File: src/logic/level_watch_pkg.sv
/*
  Package for the supply level watch register bank: register offsets,
  field positions, reset values, encodings and the bus width.
  Assumes nothing of its surroundings; imported by every design file.
*/
package level_watch_pkg;
  localparam int unsigned ADDR_W = 4;
  localparam int unsigned DATA_W = 8;

  localparam logic [3:0] OFS_MARGIN_CTRL = 4'h8;
  localparam logic [3:0] OFS_IRQ_CTRL = 4'h9;
  localparam logic [3:0] OFS_IRQ_FLAGS = 4'hA;
  localparam logic [3:0] OFS_STATUS = 4'hB;

  localparam logic [7:0] RST_MARGIN_CTRL = 8'h00;
  localparam logic [7:0] RST_IRQ_CTRL = 8'h00;
  localparam logic [7:0] RST_IRQ_FLAGS = 8'h00;
  localparam logic [7:0] READ_UNMAPPED = 8'h00;

  localparam int unsigned MARGIN_LSB = 0;
  localparam int unsigned IRQ_EN_BIT = 0;
  localparam int unsigned EDGE_LSB = 1;
  localparam int unsigned FLAG_BIT = 0;
  localparam int unsigned STATUS_BIT = 0;

  localparam logic [1:0] MARGIN_5PCT = 2'h0;
  localparam logic [1:0] MARGIN_15PCT = 2'h1;
  localparam logic [1:0] MARGIN_25PCT = 2'h2;

  localparam logic [1:0] EDGE_FROM_ABOVE = 2'h0;
  localparam logic [1:0] EDGE_FROM_BELOW = 2'h1;
  localparam logic [1:0] EDGE_EITHER = 2'h2;

  // brown-out operating mode codes
  localparam logic [1:0] BOD_OFF = 2'h0;
  localparam logic [1:0] BOD_ON = 2'h1;
  localparam logic [1:0] BOD_SAMPLED = 2'h2;
  localparam logic [1:0] BOD_ON_HALT = 2'h3;

  // threshold code sent to the analog side: {brown-out level, margin}
  localparam int unsigned BOD_LEVEL_W = 3;
  localparam int unsigned THRESH_W = BOD_LEVEL_W + 2;

  // pin synchroniser depth
  localparam int unsigned SYNC_STAGES = 3;
endpackage

File: src/logic/level_watch_regs.sv
/*
  Register bank of the supply level watch: margin select, edge selection,
  interrupt enable, sticky flag, last-sampled status and interrupt request.
  Assumes the brown-out mode and level come from fuse-loaded logic on
  sys_clk, and the analog comparator output is asynchronous.
*/
// The address-and-strobe port was decided locally.
// Contract
// - margin code selects 5, 15, 25 percent
// - threshold follows selected brown-out level
// - edge code 0 triggers on falling supply
// - edge code 1 triggers on rising supply
// - edge code 2 triggers either direction
// - control bit 0 enables watch interrupt
// - matching trigger sets the flag
// - flag sets only with detector enabled, clears any time
// - status reads 1 when supply below
// - request while enabled and flag set
// - watch follows detector mode, sampled too
// - enabling with either-edge sets flag in continuous modes
// - sampled mode triggers only on code 1
`timescale 1ns/10ps
module level_watch_regs
  import level_watch_pkg::*;
(
  input wire logic sys_clk,
  input wire logic resetn,
  input wire logic [ADDR_W-1:0] reg_addr,
  input wire logic [DATA_W-1:0] reg_wdata,
  input wire logic reg_wr,
  input wire logic reg_rd,
  output logic [DATA_W-1:0] reg_rdata,
  input wire logic [1:0] bod_mode,
  input wire logic [BOD_LEVEL_W-1:0] brownout_threshold_select,
  input wire logic bod_sample_tick,
  input wire logic cmp_below,
  output logic [THRESH_W-1:0] watch_threshold,
  output logic watch_enable,
  output logic watch_irq
);

  ////////////////////////////////////////////////////////////////////////
  // registers and decode

  logic [1:0] margin_q;
  logic [1:0] margin_d;
  logic [1:0] edge_q;
  logic [1:0] edge_d;
  logic irq_en_q;
  logic irq_en_d;
  logic flag_q;
  logic flag_d;
  logic [DATA_W-1:0] rdata_q;
  logic [DATA_W-1:0] rdata_d;
  logic [THRESH_W-1:0] thresh_q;
  logic watch_en_q;
  logic irq_q;
  logic below_q;

  wire sel_margin = (reg_addr == OFS_MARGIN_CTRL);
  wire sel_ctrl = (reg_addr == OFS_IRQ_CTRL);
  wire sel_flags = (reg_addr == OFS_IRQ_FLAGS);
  wire sel_status = (reg_addr == OFS_STATUS);
  wire wr_margin = reg_wr & sel_margin;
  wire wr_ctrl = reg_wr & sel_ctrl;
  wire wr_flags = reg_wr & sel_flags;

  ////////////////////////////////////////////////////////////////////////
  // detector mode and comparator path

  wire bod_on = (bod_mode != BOD_OFF);
  wire sampled_mode = (bod_mode == BOD_SAMPLED);
  // the comparator only runs when the detector does and the watch is enabled
  wire watch_on = bod_on & irq_en_q;
  // continuous modes sample every cycle, sampled mode only on the tick
  wire sample = watch_on & (sampled_mode ? bod_sample_tick : 1'b1);

  logic below_sync;
  logic trigger;

  pin_sync #(
    .RESET_VAL(1'b0)
  ) u_cmp_sync (
    .sys_clk(sys_clk),
    .resetn(resetn),
    .pin_in(cmp_below),
    .level_out(below_sync)
  );

  edge_match u_edge (
    .sys_clk(sys_clk),
    .resetn(resetn),
    .below(below_sync),
    .sample(sample),
    .sampled_mode(sampled_mode),
    .edge_sel(edge_q),
    .trigger(trigger)
  );

  // enabling the interrupt with either-edge selected flags once in continuous modes
  wire enable_rise = wr_ctrl & reg_wdata[IRQ_EN_BIT] & ~irq_en_q;
  wire forced_set = enable_rise & bod_on & ~sampled_mode
    & (reg_wdata[EDGE_LSB+1:EDGE_LSB] == EDGE_EITHER);
  wire flag_set = bod_on & (trigger | forced_set);
  wire flag_clr = wr_flags & reg_wdata[FLAG_BIT];

  ////////////////////////////////////////////////////////////////////////
  // next-state logic

  always_comb begin
    margin_d = margin_q;
    edge_d = edge_q;
    irq_en_d = irq_en_q;
    flag_d = flag_q;
    if (wr_margin) begin
      margin_d = reg_wdata[MARGIN_LSB+1:MARGIN_LSB];
    end
    if (wr_ctrl) begin
      edge_d = reg_wdata[EDGE_LSB+1:EDGE_LSB];
      irq_en_d = reg_wdata[IRQ_EN_BIT];
    end
    // a set in the clearing cycle wins, so no crossing is lost
    if (flag_set) begin
      flag_d = 1'b1;
    end else if (flag_clr) begin
      flag_d = 1'b0;
    end
  end

  always_comb begin
    rdata_d = READ_UNMAPPED;
    if (reg_rd) begin
      if (sel_margin) begin
        rdata_d = {6'h00, margin_q};
      end else if (sel_ctrl) begin
        rdata_d = {5'h00, edge_q, irq_en_q};
      end else if (sel_flags) begin
        rdata_d = {7'h00, flag_q};
      end else if (sel_status) begin
        // meaningful only while the detector runs; software screens it
        rdata_d = {7'h00, below_q};
      end
    end
  end

  ////////////////////////////////////////////////////////////////////////
  // state

  always_ff @(posedge sys_clk) begin
    if (!resetn) begin
      margin_q <= RST_MARGIN_CTRL[1:0];
      edge_q <= RST_IRQ_CTRL[2:1];
      irq_en_q <= RST_IRQ_CTRL[0];
      flag_q <= RST_IRQ_FLAGS[0];
      rdata_q <= READ_UNMAPPED;
    end else begin
      margin_q <= margin_d;
      edge_q <= edge_d;
      irq_en_q <= irq_en_d;
      flag_q <= flag_d;
      rdata_q <= rdata_d;
    end
  end

  // status holds the last sampled level so sampled mode reads consistently
  always_ff @(posedge sys_clk) begin
    if (!resetn) begin
      below_q <= 1'b0;
    end else if (sample) begin
      below_q <= below_sync;
    end
  end

  always_ff @(posedge sys_clk) begin
    if (!resetn) begin
      thresh_q <= '0;
      watch_en_q <= 1'b0;
      irq_q <= 1'b0;
    end else begin
      // analog side decodes {level, margin}; a level change moves it too
      thresh_q <= {brownout_threshold_select, margin_q};
      watch_en_q <= watch_on;
      irq_q <= irq_en_d & flag_d;
    end
  end

  assign reg_rdata = rdata_q;
  assign watch_threshold = thresh_q;
  assign watch_enable = watch_en_q;
  assign watch_irq = irq_q;
endmodule

File: src/logic/pin_sync.sv
/*
  Three-stage synchroniser with agreement filter for one level from a pin.
  Assumes the input is asynchronous to sys_clk; output moves only once the
  second and third stages agree.
*/
`timescale 1ns/10ps
module pin_sync
  import level_watch_pkg::*;
#(
  parameter logic RESET_VAL = 1'b0
) (
  input wire logic sys_clk,
  input wire logic resetn,
  input wire logic pin_in,
  output logic level_out
);
  logic s1_q;
  logic s2_q;
  logic s3_q;
  logic level_q;
  wire agree = (s2_q == s3_q);

  always_ff @(posedge sys_clk) begin
    if (!resetn) begin
      s1_q <= RESET_VAL;
      s2_q <= RESET_VAL;
      s3_q <= RESET_VAL;
      level_q <= RESET_VAL;
    end else begin
      s1_q <= pin_in;
      s2_q <= s1_q;
      s3_q <= s2_q;
      if (agree) begin
        level_q <= s3_q;
      end
    end
  end

  assign level_out = level_q;
endmodule

File: src/logic/edge_match.sv
/*
  Crossing detector: compares the filtered below-threshold level with its
  previous value and reports which crossings match the edge selection.
  Assumes a synchronised level and a sample strobe on sys_clk.
*/
`timescale 1ns/10ps
module edge_match
  import level_watch_pkg::*;
(
  input wire logic sys_clk,
  input wire logic resetn,
  input wire logic below,
  input wire logic sample,
  input wire logic sampled_mode,
  input wire logic [1:0] edge_sel,
  output logic trigger
);
  logic prev_q;
  wire went_below = sample & below & ~prev_q;
  wire went_above = sample & ~below & prev_q;
  logic hit;

  // sampled mode only honours from-below selection
  always_comb begin
    hit = 1'b0;
    case (edge_sel)
      EDGE_FROM_ABOVE: hit = went_below & ~sampled_mode;
      EDGE_FROM_BELOW: hit = went_above;
      EDGE_EITHER: hit = (went_below | went_above) & ~sampled_mode;
      default: hit = 1'b0;
    endcase
  end

  always_ff @(posedge sys_clk) begin
    if (!resetn) begin
      prev_q <= 1'b0;
    end else if (sample) begin
      prev_q <= below;
    end
  end

  assign trigger = hit;
endmodule

File: config.mk
export PLATFORM = sky130hd
export DESIGN_NAME = level_watch_regs
export DESIGN_NICKNAME = d
export VERILOG_FILES = /design/src/logic/level_watch_pkg.sv /design/src/logic/level_watch_regs.sv /design/src/logic/pin_sync.sv /design/src/logic/edge_match.sv
export SDC_FILE = /design/constraint.sdc
export NUM_CORES = 1
export LEC_CHECK = 0
export BUFFER_PORTS_ARGS = -buffer_cell sky130_fd_sc_hd__buf_2
export CAP_MARGIN = 20
export CORE_ASPECT_RATIO = 0.9
export CORE_MARGIN = 5
export CORE_UTILIZATION = 36
export DETAILED_ROUTE_END_ITERATION = 8
export HOLD_SLACK_MARGIN = 0.1
export PLACE_DENSITY = 0.74
export SYNTH_ARGS = -nofsm -noshare
export SYNTH_HDL_FRONTEND = slang
export SYNTH_SLANG_ARGS = --single-unit
export TNS_END_PERCENT = 5
File: constraint.sdc
create_clock -name sys_clk -period 1.4 [get_ports sys_clk]
set_clock_uncertainty 0.15 [all_clocks]
set_input_delay 0.21 -clock sys_clk [delete_from_list [all_inputs] [get_ports sys_clk]]
set_output_delay 0.21 -clock sys_clk [all_outputs]
set_load 0.02 [all_outputs]
==> run_summary.xml, run 1 <==
<?xml version="1.0" encoding="UTF-8"?>
<metrics>
  <group name="power_and_ir_drop">
    <metric name="vdd.ir_drop.worst" unit="V">0.000483</metric>
    <metric name="pwr_density_cell" unit="mW/mm^2">855</metric>
    <metric name="power.static_leakage" unit="nW">0.501</metric>
    <metric name="post-layout-total-power" unit="mW">1.02</metric>
  </group>
  <group name="layout">
    <metric name="finalNetCount" unit="">148</metric>
    <metric name="design_area" unit="mm^2">0.00119</metric>
    <metric name="filler_cell_count" unit="">232</metric>
    <metric name="area_used_by_multi_input_combinational_logic" unit="um^2">429</metric>
    <metric name="layout.area.seq" unit="um^2">422</metric>
    <metric name="drive_gt1_frac" unit="">0.323</metric>
    <metric name="insertedDiodeCount" unit="">0</metric>
    <metric name="finish.cell_count_without_fillers" unit="">152</metric>
    <metric name="area_added_between_synthesis_and_finish" unit="%">35.1</metric>
  </group>
  <group name="sta">
    <metric name="period_needed" unit="ps">1330</metric>
    <metric name="rsz_0062_raised_after_global_routing" unit="">false</metric>
    <metric name="hold_viol" unit="">0</metric>
    <metric name="final-max-slew-violation-count" unit="">0</metric>
    <metric name="final_min_period_over_clock_period" unit="">0.947</metric>
    <metric name="clock.fmax" unit="MHz">754</metric>
    <metric name="final.hold.worst_slack" unit="ps">112</metric>
    <metric name="setup_viol" unit="">0</metric>
  </group>
  <group name="die">
    <metric name="core_region_area" unit="mm^2">0.00240</metric>
    <metric name="chipHeight" unit="um">56.9</metric>
    <metric name="number_of_cell_rows" unit="">17</metric>
    <metric name="starting_density_of_the_core" unit="">0.366</metric>
    <metric name="fp.dieArea" unit="mm^2">0.00353</metric>
    <metric name="design.portCount" unit="">38</metric>
    <metric name="fp.dieW" unit="um">62.1</metric>
  </group>
  <group name="clock_tree">
    <metric name="cts-buffers-inserted" unit="">3</metric>
    <metric name="htree_levels" unit="">1</metric>
    <metric name="clk_pin_slew" unit="ps">110</metric>
    <metric name="tritoncts" unit="">yes</metric>
    <metric name="max_clock_buf_depth" unit="">2</metric>
    <metric name="clk_latency" unit="ps">290</metric>
    <metric name="clk_root_buf" unit="">sky130_fd_sc_hd__clkbuf_4</metric>
    <metric name="clkSinkCount" unit="">21</metric>
  </group>
  <group name="detailed_routing">
    <metric name="finalWirelength" unit="mm">1.91</metric>
    <metric name="drt_first_iter_violations" unit="">9</metric>
    <metric name="routed-via-count" unit="">718</metric>
    <metric name="drt_pre_antenna_iters" unit="">4</metric>
    <metric name="post_drt_via_cell_ratio" unit="">4.72</metric>
    <metric name="drc_errors" unit="">0</metric>
    <metric name="wire_per_inst" unit="um">12.6</metric>
    <metric name="ant_nets" unit="">0</metric>
  </group>
  <group name="critical_path">
    <metric name="worst_path_largest_cell_delay" unit="ps">360</metric>
    <metric name="cp-start-kind" unit="">register</metric>
    <metric name="crit_slowest_cell" unit="">sky130_fd_sc_hd__dfxtp_1</metric>
    <metric name="worst_setup_path_end_kind" unit="">register</metric>
    <metric name="timing.critical_path.required" unit="ps">1480</metric>
    <metric name="worstPathArrival" unit="ps">1410</metric>
    <metric name="worstPathMaxFanout" unit="">5</metric>
    <metric name="critPathKind" unit="">reg2reg</metric>
    <metric name="path_cells" unit="">or2b_1, a211oi_2, nor4_2, nor3b_2</metric>
  </group>
  <group name="logic_synthesis">
    <metric name="yosysWarnings" unit="">0</metric>
    <metric name="synth_top_family_by_area" unit="">simple AND/OR/NAND/NOR gates</metric>
    <metric name="parity_gate_share_of_the_synthesized_area_counting_xor_and_xnor_cells" unit="">0</metric>
    <metric name="synth_simple_gate_area_share" unit="">0.296</metric>
    <metric name="ys_seq_area_frac" unit="">0.478</metric>
    <metric name="netlist_instances" unit="">81</metric>
    <metric name="synth-adder-area-share" unit="">0</metric>
    <metric name="synth_compound_gate_area_share" unit="">0.0839</metric>
    <metric name="synth.cell_area" unit="um^2">880</metric>
    <metric name="postSynth.asyncResetShare" unit="">0</metric>
    <metric name="ys_ff_latch" unit="">21</metric>
    <metric name="ys_dominant_reg_cell" unit="">sky130_fd_sc_hd__dfxtp_1</metric>
    <metric name="synth_cell_types" unit="">28</metric>
    <metric name="synth-edff-count" unit="">0</metric>
    <metric name="syn_avg_cell_area" unit="um^2">10.9</metric>
    <metric name="synth.mux.area_fraction" unit="">0.0868</metric>
  </group>
  <group name="grt">
    <metric name="overall_global_routing_resource_usage" unit="">0.115</metric>
    <metric name="globalRouteOverflowTotal" unit="">0</metric>
    <metric name="grt_antenna_before_repair" unit="">0</metric>
    <metric name="grt_first_pass_wirelength" unit="mm">3.24</metric>
    <metric name="grt_pass1_vias" unit="">740</metric>
    <metric name="grt_start_max_net_pins" unit="">20</metric>
  </group>
  <group name="placed_design">
    <metric name="buffer_ports.inserted" unit="">27</metric>
    <metric name="dp.cells" unit="">135</metric>
    <metric name="routabilityCongestion" unit="">0.855</metric>
    <metric name="detailed_place_hpwl" unit="mm">1.35</metric>
    <metric name="dpl_cell_area" unit="mm^2">0.00103</metric>
  </group>
  <group name="job">
    <metric name="drv.max_cap_violation_count" unit="">0</metric>
  </group>
  <group name="outcome">
    <metric name="run_status" unit="">complete, no violations</metric>
  </group>
  <group name="hold_path">
    <metric name="holdCritPathClass" unit="">in2reg</metric>
  </group>
</metrics>
## critical path: cells and delay by family (launching register included)
kind,cells,cell delay (ps)
flops,1,360
compound gates,1,260
simple gates,3,510
## path summary, 6_finish.rpt
kind	from	end	slack, ps	depth (start not counted)
setup / recovery	u_edge.prev_q	watch_irq	70	4
hold / removal	reg_addr[3]	reg_rdata[0]	110	3
setup reg to reg	u_edge.prev_q	watch_irq	70	4
hold reg to reg	u_cmp_sync.s1_q	u_cmp_sync.s2_q	300	1
## kinds of logic after synthesis
kind of cell | Yosys count
compound gates | 10
mux | 6
other cells | 1
buf+inv | 7
simple gates | 36
flops | 21
## synthesized netlist by cell type, types with 2 or more instances
| master | count | area share |
|---|---|---|
| sky130_fd_sc_hd__dfxtp_1 | 21 | 0.48 |
| sky130_fd_sc_hd__and2_1 | 8 | 0.057 |
| sky130_fd_sc_hd__nand2_1 | 6 | 0.026 |
| sky130_fd_sc_hd__nor2b_1 | 6 | 0.043 |
| sky130_fd_sc_hd__buf_4 | 5 | 0.043 |
| sky130_fd_sc_hd__mux2i_1 | 5 | 0.057 |
| sky130_fd_sc_hd__a21boi_0 | 3 | 0.026 |
| sky130_fd_sc_hd__nor3_1 | 3 | 0.017 |
| sky130_fd_sc_hd__o21ai_0 | 3 | 0.017 |
| sky130_fd_sc_hd__nand4b_1 | 2 | 0.020 |
| sky130_fd_sc_hd__nor4_2 | 2 | 0.028 |
## through the flow
stage | worst slack [ps] | utilization | setup TNS, ps
after floorplan | 150 | - | 0
after global placement | 15.2 | 0.429 | 0
after detailed placement | -14.3 | 0.429 | -27.2
after CTS | 36.5 | 0.494 | 0
after global routing | 15.2 | 0.495 | 0
final | 73.6 | 0.495 | 0
## power by group
group / internal [mW] / switching, mW
logic: 0.0639 / 0.0616
clock network: 0.111 / 0.167
registers: 0.608 / 0.00455
## layout by cell type (no fill, tap or decap), types with 2 or more instances in the layout
cell type                       netlist  final
sky130_fd_sc_hd__mux2i_1              5      5
sky130_fd_sc_hd__buf_2                0     27
sky130_fd_sc_hd__clkbuf_4             0      3
sky130_fd_sc_hd__nor4_2               2      2
sky130_fd_sc_hd__a21boi_0             3      3
sky130_fd_sc_hd__dlygate4sd3_1        0     13
sky130_fd_sc_hd__conb_1               1      5
sky130_fd_sc_hd__nand4b_1             2      2
sky130_fd_sc_hd__dfxtp_1             21     20
sky130_fd_sc_hd__nor2b_1              6      6
sky130_fd_sc_hd__and2_1               8      8
sky130_fd_sc_hd__nand2_1              6      6
sky130_fd_sc_hd__nor3_1               3      3
sky130_fd_sc_hd__o21ai_0              3      3
## registers in the layout (all words and copies together) (netlist names)
name	count
u_cmp_sync.level_out	1
irq_en_q	1
margin_q	2
reg_rdata	3
watch_threshold	5
watch_enable	1
u_cmp_sync.s3_q	1
u_cmp_sync.s1_q	1
u_edge.prev_q	1
edge_q	2
flag_q	1
u_cmp_sync.s2_q	1
watch_irq	1
## layer usage
metal  global-route usage  part of all wire  wire length (um)  up-vias
li1                     -                 -                 -      358
met1                0.131              0.45               855      341
met3               0.0300             0.037                71        2
met4               0.0650             0.015                28        0
met5                    0                 0                 0        -
met2                0.194              0.50               953       17
## cell type report
| class | instances | area share |
|---|---|---|
| multi-input combinational | 57 | 0.361 |
| timing repair buffer | 41 | 0.229 |
| inverter | 1 | 0.00316 |
| clock buffer | 4 | 0.0221 |
| sequential | 21 | 0.355 |
| tap | 28 | 0.0295 |
## what timing repair did
| item | CTS | global route |
|---|---|---|
| endpoints found under the hold margin | 12 | 0 |
| setup buffers | 0 | 0 |
| endpoints found under the setup margin | 0 | 1 |
| gates resized for setup | 0 | 1 |
| hold buffers | 13 | 0 |
Power figures use the tool's default switching activity.
==> run 2: changes to the inputs <==
- clock period: 1.4 -> 1.49 ns (I/O delays scaled with it)
==> run_summary.xml, run 2 (synthesis results as in run 1) <==
<?xml version="1.0" encoding="UTF-8"?>
<metrics>
  <group name="die">
    <metric name="fp.dieW" unit="um">62.1</metric>
    <metric name="chipHeight" unit="um">56.9</metric>
    <metric name="fp.dieArea" unit="mm^2">0.00353</metric>
    <metric name="starting_density_of_the_core" unit="">0.366</metric>
    <metric name="number_of_cell_rows" unit="">17</metric>
    <metric name="core_region_area" unit="mm^2">0.00240</metric>
    <metric name="design.portCount" unit="">38</metric>
  </group>
  <group name="critical_path">
    <metric name="worstPathMaxFanout" unit="">4</metric>
    <metric name="worst_path_largest_cell_delay" unit="ps">520</metric>
    <metric name="crit_slowest_cell" unit="">sky130_fd_sc_hd__dlygate4sd3_1</metric>
    <metric name="critPathKind" unit="">in2reg</metric>
    <metric name="worstPathArrival" unit="ps">1510</metric>
    <metric name="timing.critical_path.required" unit="ps">1540</metric>
    <metric name="cp-start-kind" unit="">primary input</metric>
    <metric name="worst_setup_path_end_kind" unit="">register</metric>
    <metric name="critical-path-top-cell-by-count" unit="">sky130_fd_sc_hd__nor4_2</metric>
    <metric name="path_cells" unit="">dlygate4sd3_1, buf_2, nand4b_1, nor4_2, nor4_2, nor3b_2</metric>
  </group>
  <group name="clock_tree">
    <metric name="htree_levels" unit="">1</metric>
    <metric name="max_clock_buf_depth" unit="">2</metric>
    <metric name="tritoncts" unit="">yes</metric>
    <metric name="clkSinkCount" unit="">21</metric>
    <metric name="cts-buffers-inserted" unit="">3</metric>
    <metric name="clk_root_buf" unit="">sky130_fd_sc_hd__clkbuf_4</metric>
    <metric name="clk_pin_slew" unit="ps">120</metric>
    <metric name="clk_latency" unit="ps">300</metric>
    <metric name="postCtsSetupBuffers" unit="">0</metric>
  </group>
  <group name="grt">
    <metric name="grt_first_pass_wirelength" unit="mm">2.99</metric>
    <metric name="globalRouteOverflowTotal" unit="">0</metric>
    <metric name="global_route.peak_usage_layer" unit="">met2</metric>
    <metric name="global_route.usage.met3" unit="">0.0420</metric>
    <metric name="grt_start_max_net_pins" unit="">20</metric>
    <metric name="overall_global_routing_resource_usage" unit="">0.104</metric>
    <metric name="groute.layer.met1.usage" unit="">0.119</metric>
    <metric name="grt_antenna_before_repair" unit="">0</metric>
    <metric name="met2_track_usage_gr" unit="">0.175</metric>
    <metric name="grt_pass1_vias" unit="">697</metric>
  </group>
  <group name="layout">
    <metric name="largest_register_ff_count" unit="">5</metric>
    <metric name="layout_common_cells" unit="">27 x sky130_fd_sc_hd__buf_2, 21 x sky130_fd_sc_hd__dfxtp_1, 13 x sky130_fd_sc_hd__dlygate4sd3_1</metric>
    <metric name="insertedDiodeCount" unit="">0</metric>
    <metric name="finish.cell_count_without_fillers" unit="">151</metric>
    <metric name="drive_gt1_frac" unit="">0.317</metric>
    <metric name="finalNetCount" unit="">147</metric>
    <metric name="final_common_cell" unit="">sky130_fd_sc_hd__buf_2</metric>
    <metric name="area_added_between_synthesis_and_finish" unit="%">34.6</metric>
  </group>
  <group name="sta">
    <metric name="final-max-slew-violation-count" unit="">0</metric>
    <metric name="final_min_period_over_clock_period" unit="">0.977</metric>
    <metric name="clock.fmax" unit="MHz">687</metric>
    <metric name="setup_viol" unit="">0</metric>
    <metric name="hold_viol" unit="">0</metric>
    <metric name="timing.setup.tns" unit="ps">0</metric>
    <metric name="rsz_0062_raised_after_global_routing" unit="">false</metric>
    <metric name="period_needed" unit="ps">1460</metric>
    <metric name="layout_setup_ws" unit="ps">34.9</metric>
  </group>
  <group name="power_and_ir_drop">
    <metric name="vdd.ir_drop.worst" unit="V">0.000740</metric>
    <metric name="power.static_leakage" unit="nW">0.494</metric>
    <metric name="pwr_density_cell" unit="mW/mm^2">817</metric>
  </group>
  <group name="placed_design">
    <metric name="detailed_place_hpwl" unit="mm">1.34</metric>
    <metric name="dp.cells" unit="">134</metric>
    <metric name="buffer_ports.inserted" unit="">27</metric>
    <metric name="routabilityCongestion" unit="">0.859</metric>
    <metric name="detailedPlace.worstSlack" unit="ps">51.4</metric>
  </group>
  <group name="detailed_routing">
    <metric name="finalWirelength" unit="mm">1.77</metric>
    <metric name="post_drt_via_cell_ratio" unit="">4.74</metric>
    <metric name="routed-via-count" unit="">716</metric>
    <metric name="drc_errors" unit="">0</metric>
    <metric name="ant_nets" unit="">0</metric>
    <metric name="drt_first_iter_violations" unit="">6</metric>
    <metric name="drt_pre_antenna_iters" unit="">4</metric>
    <metric name="wire_per_inst" unit="um">11.7</metric>
  </group>
  <group name="hold_path">
    <metric name="holdCritPathClass" unit="">in2reg</metric>
  </group>
  <group name="outcome">
    <metric name="run_status" unit="">complete, no violations</metric>
  </group>
  <group name="job">
    <metric name="drv.max_cap_violation_count" unit="">0</metric>
  </group>
</metrics>
## run 2: cell types whose count changed in the layout (fill, tap and decap cells not counted), sizes merged
cell      delta
clkinvlp     +1
buf          -1
clkbuf       -1
## run 2: per-stage QoR
stage	utilization	power (mW)	hold slack, ps	cell area, um^2
2_1_floorplan	-	0.644	150	895
3_3_place_gp	0.426	0.676	264	1020
3_5_place_dp	0.426	0.679	273	1020
4_1_cts	0.492	0.985	102	1180
5_1_grt	0.492	1.03	101	1180
6_report	0.492	0.967	113	1180
## run 2: area by class of cell
cell class                      instances  area [um^2]
Inverter                                1         3.75
Clock inverter                          1         7.51
Timing Repair Buffer                   40          265
Sequential cell                        21          420
Clock buffer                            3         22.5
Fill cell                             221         1220
Tap cell                               28         35.0
Multi-Input combinational cell         57          429
## run 2: power breakdown
group / internal, mW / switching, mW / total (mW)
logic: 0.0599 / 0.0574 / 0.117
registers: 0.571 / 0.00413 / 0.575
clock network: 0.102 / 0.173 / 0.275
## run 2: timing repair
| action | in CTS | in global routing |
|---|---|---|
| gates resized for setup | 0 | 0 |
| hold endpoints to repair | 12 | 0 |
| hold buffers | 13 | 0 |
## run 2: final timing paths
check,from,end,slack [ps],depth (start not counted)
hold reg to reg,u_cmp_sync.s1_q,u_cmp_sync.s2_q,300,1
setup reg to reg,u_cmp_sync.level_out,watch_irq,150,4
setup / recovery,reg_wdata[0],watch_irq,30,6
hold / removal,reg_addr[3],reg_rdata[0],110,3
## run 2: per-layer routing
metal  wire (um)  share of wire
met4          23          0.013
met5           0              0
met3         115          0.065
met1         774           0.44
met2         860           0.49
## run 2: critical path: cells and delay by family
family | cells | cell delay [ps]
buffers and inverters | 2 | 670
and+or+nand+nor | 4 | 610
==> run 3: changes to the inputs <==
- ABC_CLOCK_PERIOD_IN_PS: unset -> 1540
- CORE_ASPECT_RATIO: 0.9 -> 1.5
- clock period: 1.49 -> 1.54 ns (I/O delays scaled with it)
==> run_summary.xml, run 3 (synthesis results as in run 1) <==
<?xml version="1.0" encoding="UTF-8"?>
<metrics>
  <group name="placed_design">
    <metric name="buffer_ports.inserted" unit="">27</metric>
    <metric name="dp.cells" unit="">130</metric>
    <metric name="routabilityCongestion" unit="">0.714</metric>
    <metric name="dpl_cell_area" unit="mm^2">0.00102</metric>
    <metric name="detailed_place_hpwl" unit="mm">1.34</metric>
  </group>
  <group name="critical_path">
    <metric name="timing.critical_path.required" unit="ps">1640</metric>
    <metric name="worstPathMaxFanout" unit="">3</metric>
    <metric name="worst_setup_path_end_kind" unit="">register</metric>
    <metric name="critPathKind" unit="">in2reg</metric>
    <metric name="cp-start-kind" unit="">primary input</metric>
    <metric name="worstPathArrival" unit="ps">1640</metric>
    <metric name="r2r_cells" unit="">4</metric>
  </group>
  <group name="clock_tree">
    <metric name="postCtsSetupBuffers" unit="">0</metric>
    <metric name="max_clock_buf_depth" unit="">2</metric>
    <metric name="clkSinkCount" unit="">21</metric>
    <metric name="clk_root_buf" unit="">sky130_fd_sc_hd__clkbuf_4</metric>
    <metric name="cts-buffers-inserted" unit="">3</metric>
    <metric name="clk_latency" unit="ps">310</metric>
    <metric name="htree_levels" unit="">1</metric>
    <metric name="tritoncts" unit="">yes</metric>
    <metric name="clk_pin_slew" unit="ps">110</metric>
  </group>
  <group name="detailed_routing">
    <metric name="drt_pre_antenna_iters" unit="">3</metric>
    <metric name="drc_errors" unit="">0</metric>
    <metric name="routed-via-count" unit="">714</metric>
    <metric name="ant_nets" unit="">0</metric>
    <metric name="post_drt_via_cell_ratio" unit="">4.86</metric>
    <metric name="finalWirelength" unit="mm">1.98</metric>
    <metric name="drt_first_iter_violations" unit="">9</metric>
    <metric name="wire_per_inst" unit="um">13.4</metric>
  </group>
  <group name="sta">
    <metric name="hold_viol" unit="">0</metric>
    <metric name="period_needed" unit="ps">1530</metric>
    <metric name="clock.fmax" unit="MHz">652</metric>
    <metric name="timing.setup.tns" unit="ps">0</metric>
    <metric name="final_min_period_over_clock_period" unit="">0.995</metric>
    <metric name="final-max-slew-violation-count" unit="">0</metric>
    <metric name="setup_viol" unit="">0</metric>
  </group>
  <group name="power_and_ir_drop">
    <metric name="pwr_density_cell" unit="mW/mm^2">792</metric>
    <metric name="power.static_leakage" unit="nW">0.504</metric>
    <metric name="vdd.ir_drop.worst" unit="V">0.000451</metric>
    <metric name="post-layout-total-power" unit="mW">0.938</metric>
  </group>
  <group name="die">
    <metric name="fp.dieArea" unit="mm^2">0.00355</metric>
    <metric name="starting_density_of_the_core" unit="">0.367</metric>
    <metric name="chipHeight" unit="um">70.5</metric>
    <metric name="number_of_cell_rows" unit="">22</metric>
    <metric name="fp.dieW" unit="um">50.4</metric>
    <metric name="core_region_area" unit="mm^2">0.00239</metric>
    <metric name="design.portCount" unit="">38</metric>
  </group>
  <group name="job">
    <metric name="drv.max_cap_violation_count" unit="">0</metric>
  </group>
  <group name="layout">
    <metric name="final_common_cell" unit="">sky130_fd_sc_hd__buf_2</metric>
    <metric name="area_used_by_multi_input_combinational_logic" unit="um^2">438</metric>
    <metric name="design_area" unit="mm^2">0.00118</metric>
    <metric name="layout.area.seq" unit="um^2">420</metric>
    <metric name="layout.core_utilization" unit="">0.495</metric>
    <metric name="area_added_between_synthesis_and_finish" unit="%">34.7</metric>
    <metric name="insertedDiodeCount" unit="">0</metric>
    <metric name="finish.cell_count_without_fillers" unit="">147</metric>
    <metric name="largest_register_ff_count" unit="">5</metric>
    <metric name="drive_gt1_frac" unit="">0.317</metric>
    <metric name="finalNetCount" unit="">147</metric>
    <metric name="layout_common_cells" unit="">27 x sky130_fd_sc_hd__buf_2, 21 x sky130_fd_sc_hd__dfxtp_1, 13 x sky130_fd_sc_hd__dlygate4sd3_1</metric>
    <metric name="filler_cell_count" unit="">220</metric>
  </group>
  <group name="hold_path">
    <metric name="min_path_cells" unit="">3</metric>
    <metric name="holdCritPathClass" unit="">in2reg</metric>
  </group>
  <group name="grt">
    <metric name="overall_global_routing_resource_usage" unit="">0.118</metric>
    <metric name="globalRouteOverflowTotal" unit="">0</metric>
    <metric name="grt_pass1_vias" unit="">770</metric>
    <metric name="grt_start_max_net_pins" unit="">20</metric>
    <metric name="grt_first_pass_wirelength" unit="mm">3.29</metric>
    <metric name="grt_antenna_before_repair" unit="">0</metric>
  </group>
  <group name="outcome">
    <metric name="run_status" unit="">complete, no violations</metric>
  </group>
</metrics>
-- run 3: metrics by stage --
step | hold slack, ps | worst slack, ps
6_report | 112 | 7.29
5_1_grt | 130 | -39.3
4_1_cts | 105 | 23.4
3_5_place_dp | 273 | 80.8
3_3_place_gp | 272 | 154
2_1_floorplan | 158 | 290
-- run 3: critical path, stage by stage --
cell,delay [ps]
sky130_fd_sc_hd__dlygate4sd3_1,540
sky130_fd_sc_hd__buf_2,140
sky130_fd_sc_hd__nand4b_1,180
sky130_fd_sc_hd__nor4_2,280
sky130_fd_sc_hd__nor4_4,110
sky130_fd_sc_hd__nor3b_2,150
-- run 3: report_power, final --
group / total [mW] / internal, mW / switching (mW)
Combinational: 0.114 / 0.0581 / 0.0562
Sequential: 0.556 / 0.553 / 0.00382
Clock: 0.267 / 0.0972 / 0.170
-- run 3: layer usage --
metal / global-route usage / part of all wire / vias up
met2: 0.204 / 0.52 / 27
met5: 0 / 0 / -
met3: 0.0189 / 0.069 / 7
li1: - / - / 355
met4: 0.0824 / 0.046 / 0
met1: 0.127 / 0.36 / 325
-- run 3: cell type report --
cell class,count,share of cell area
Clock inverter,1,0.00422
Clock buffer,3,0.0190
Tap cell,24,0.0253
Multi-Input combinational cell,57,0.370
Sequential cell,21,0.355
Timing Repair Buffer,40,0.224
Inverter,1,0.00317
-- run 3: path summary, 6_finish.rpt --
kind | start | to | slack [ps]
worst min register to register | u_cmp_sync.s1_q | u_cmp_sync.s2_q | 300
worst max register to register | u_cmp_sync.level_out | watch_irq | 80
worst max-delay path | reg_wdata[1] | watch_irq | 7
worst min-delay path | reg_addr[3] | reg_rdata[0] | 110
-- run 3: repair_timing --
| action | in CTS | in global routing |
|---|---|---|
| gates resized for setup | 0 | 1 |
| endpoints found under the hold margin | 12 | 0 |
| setup endpoints to repair | 0 | 2 |
| hold buffers | 13 | 0 |
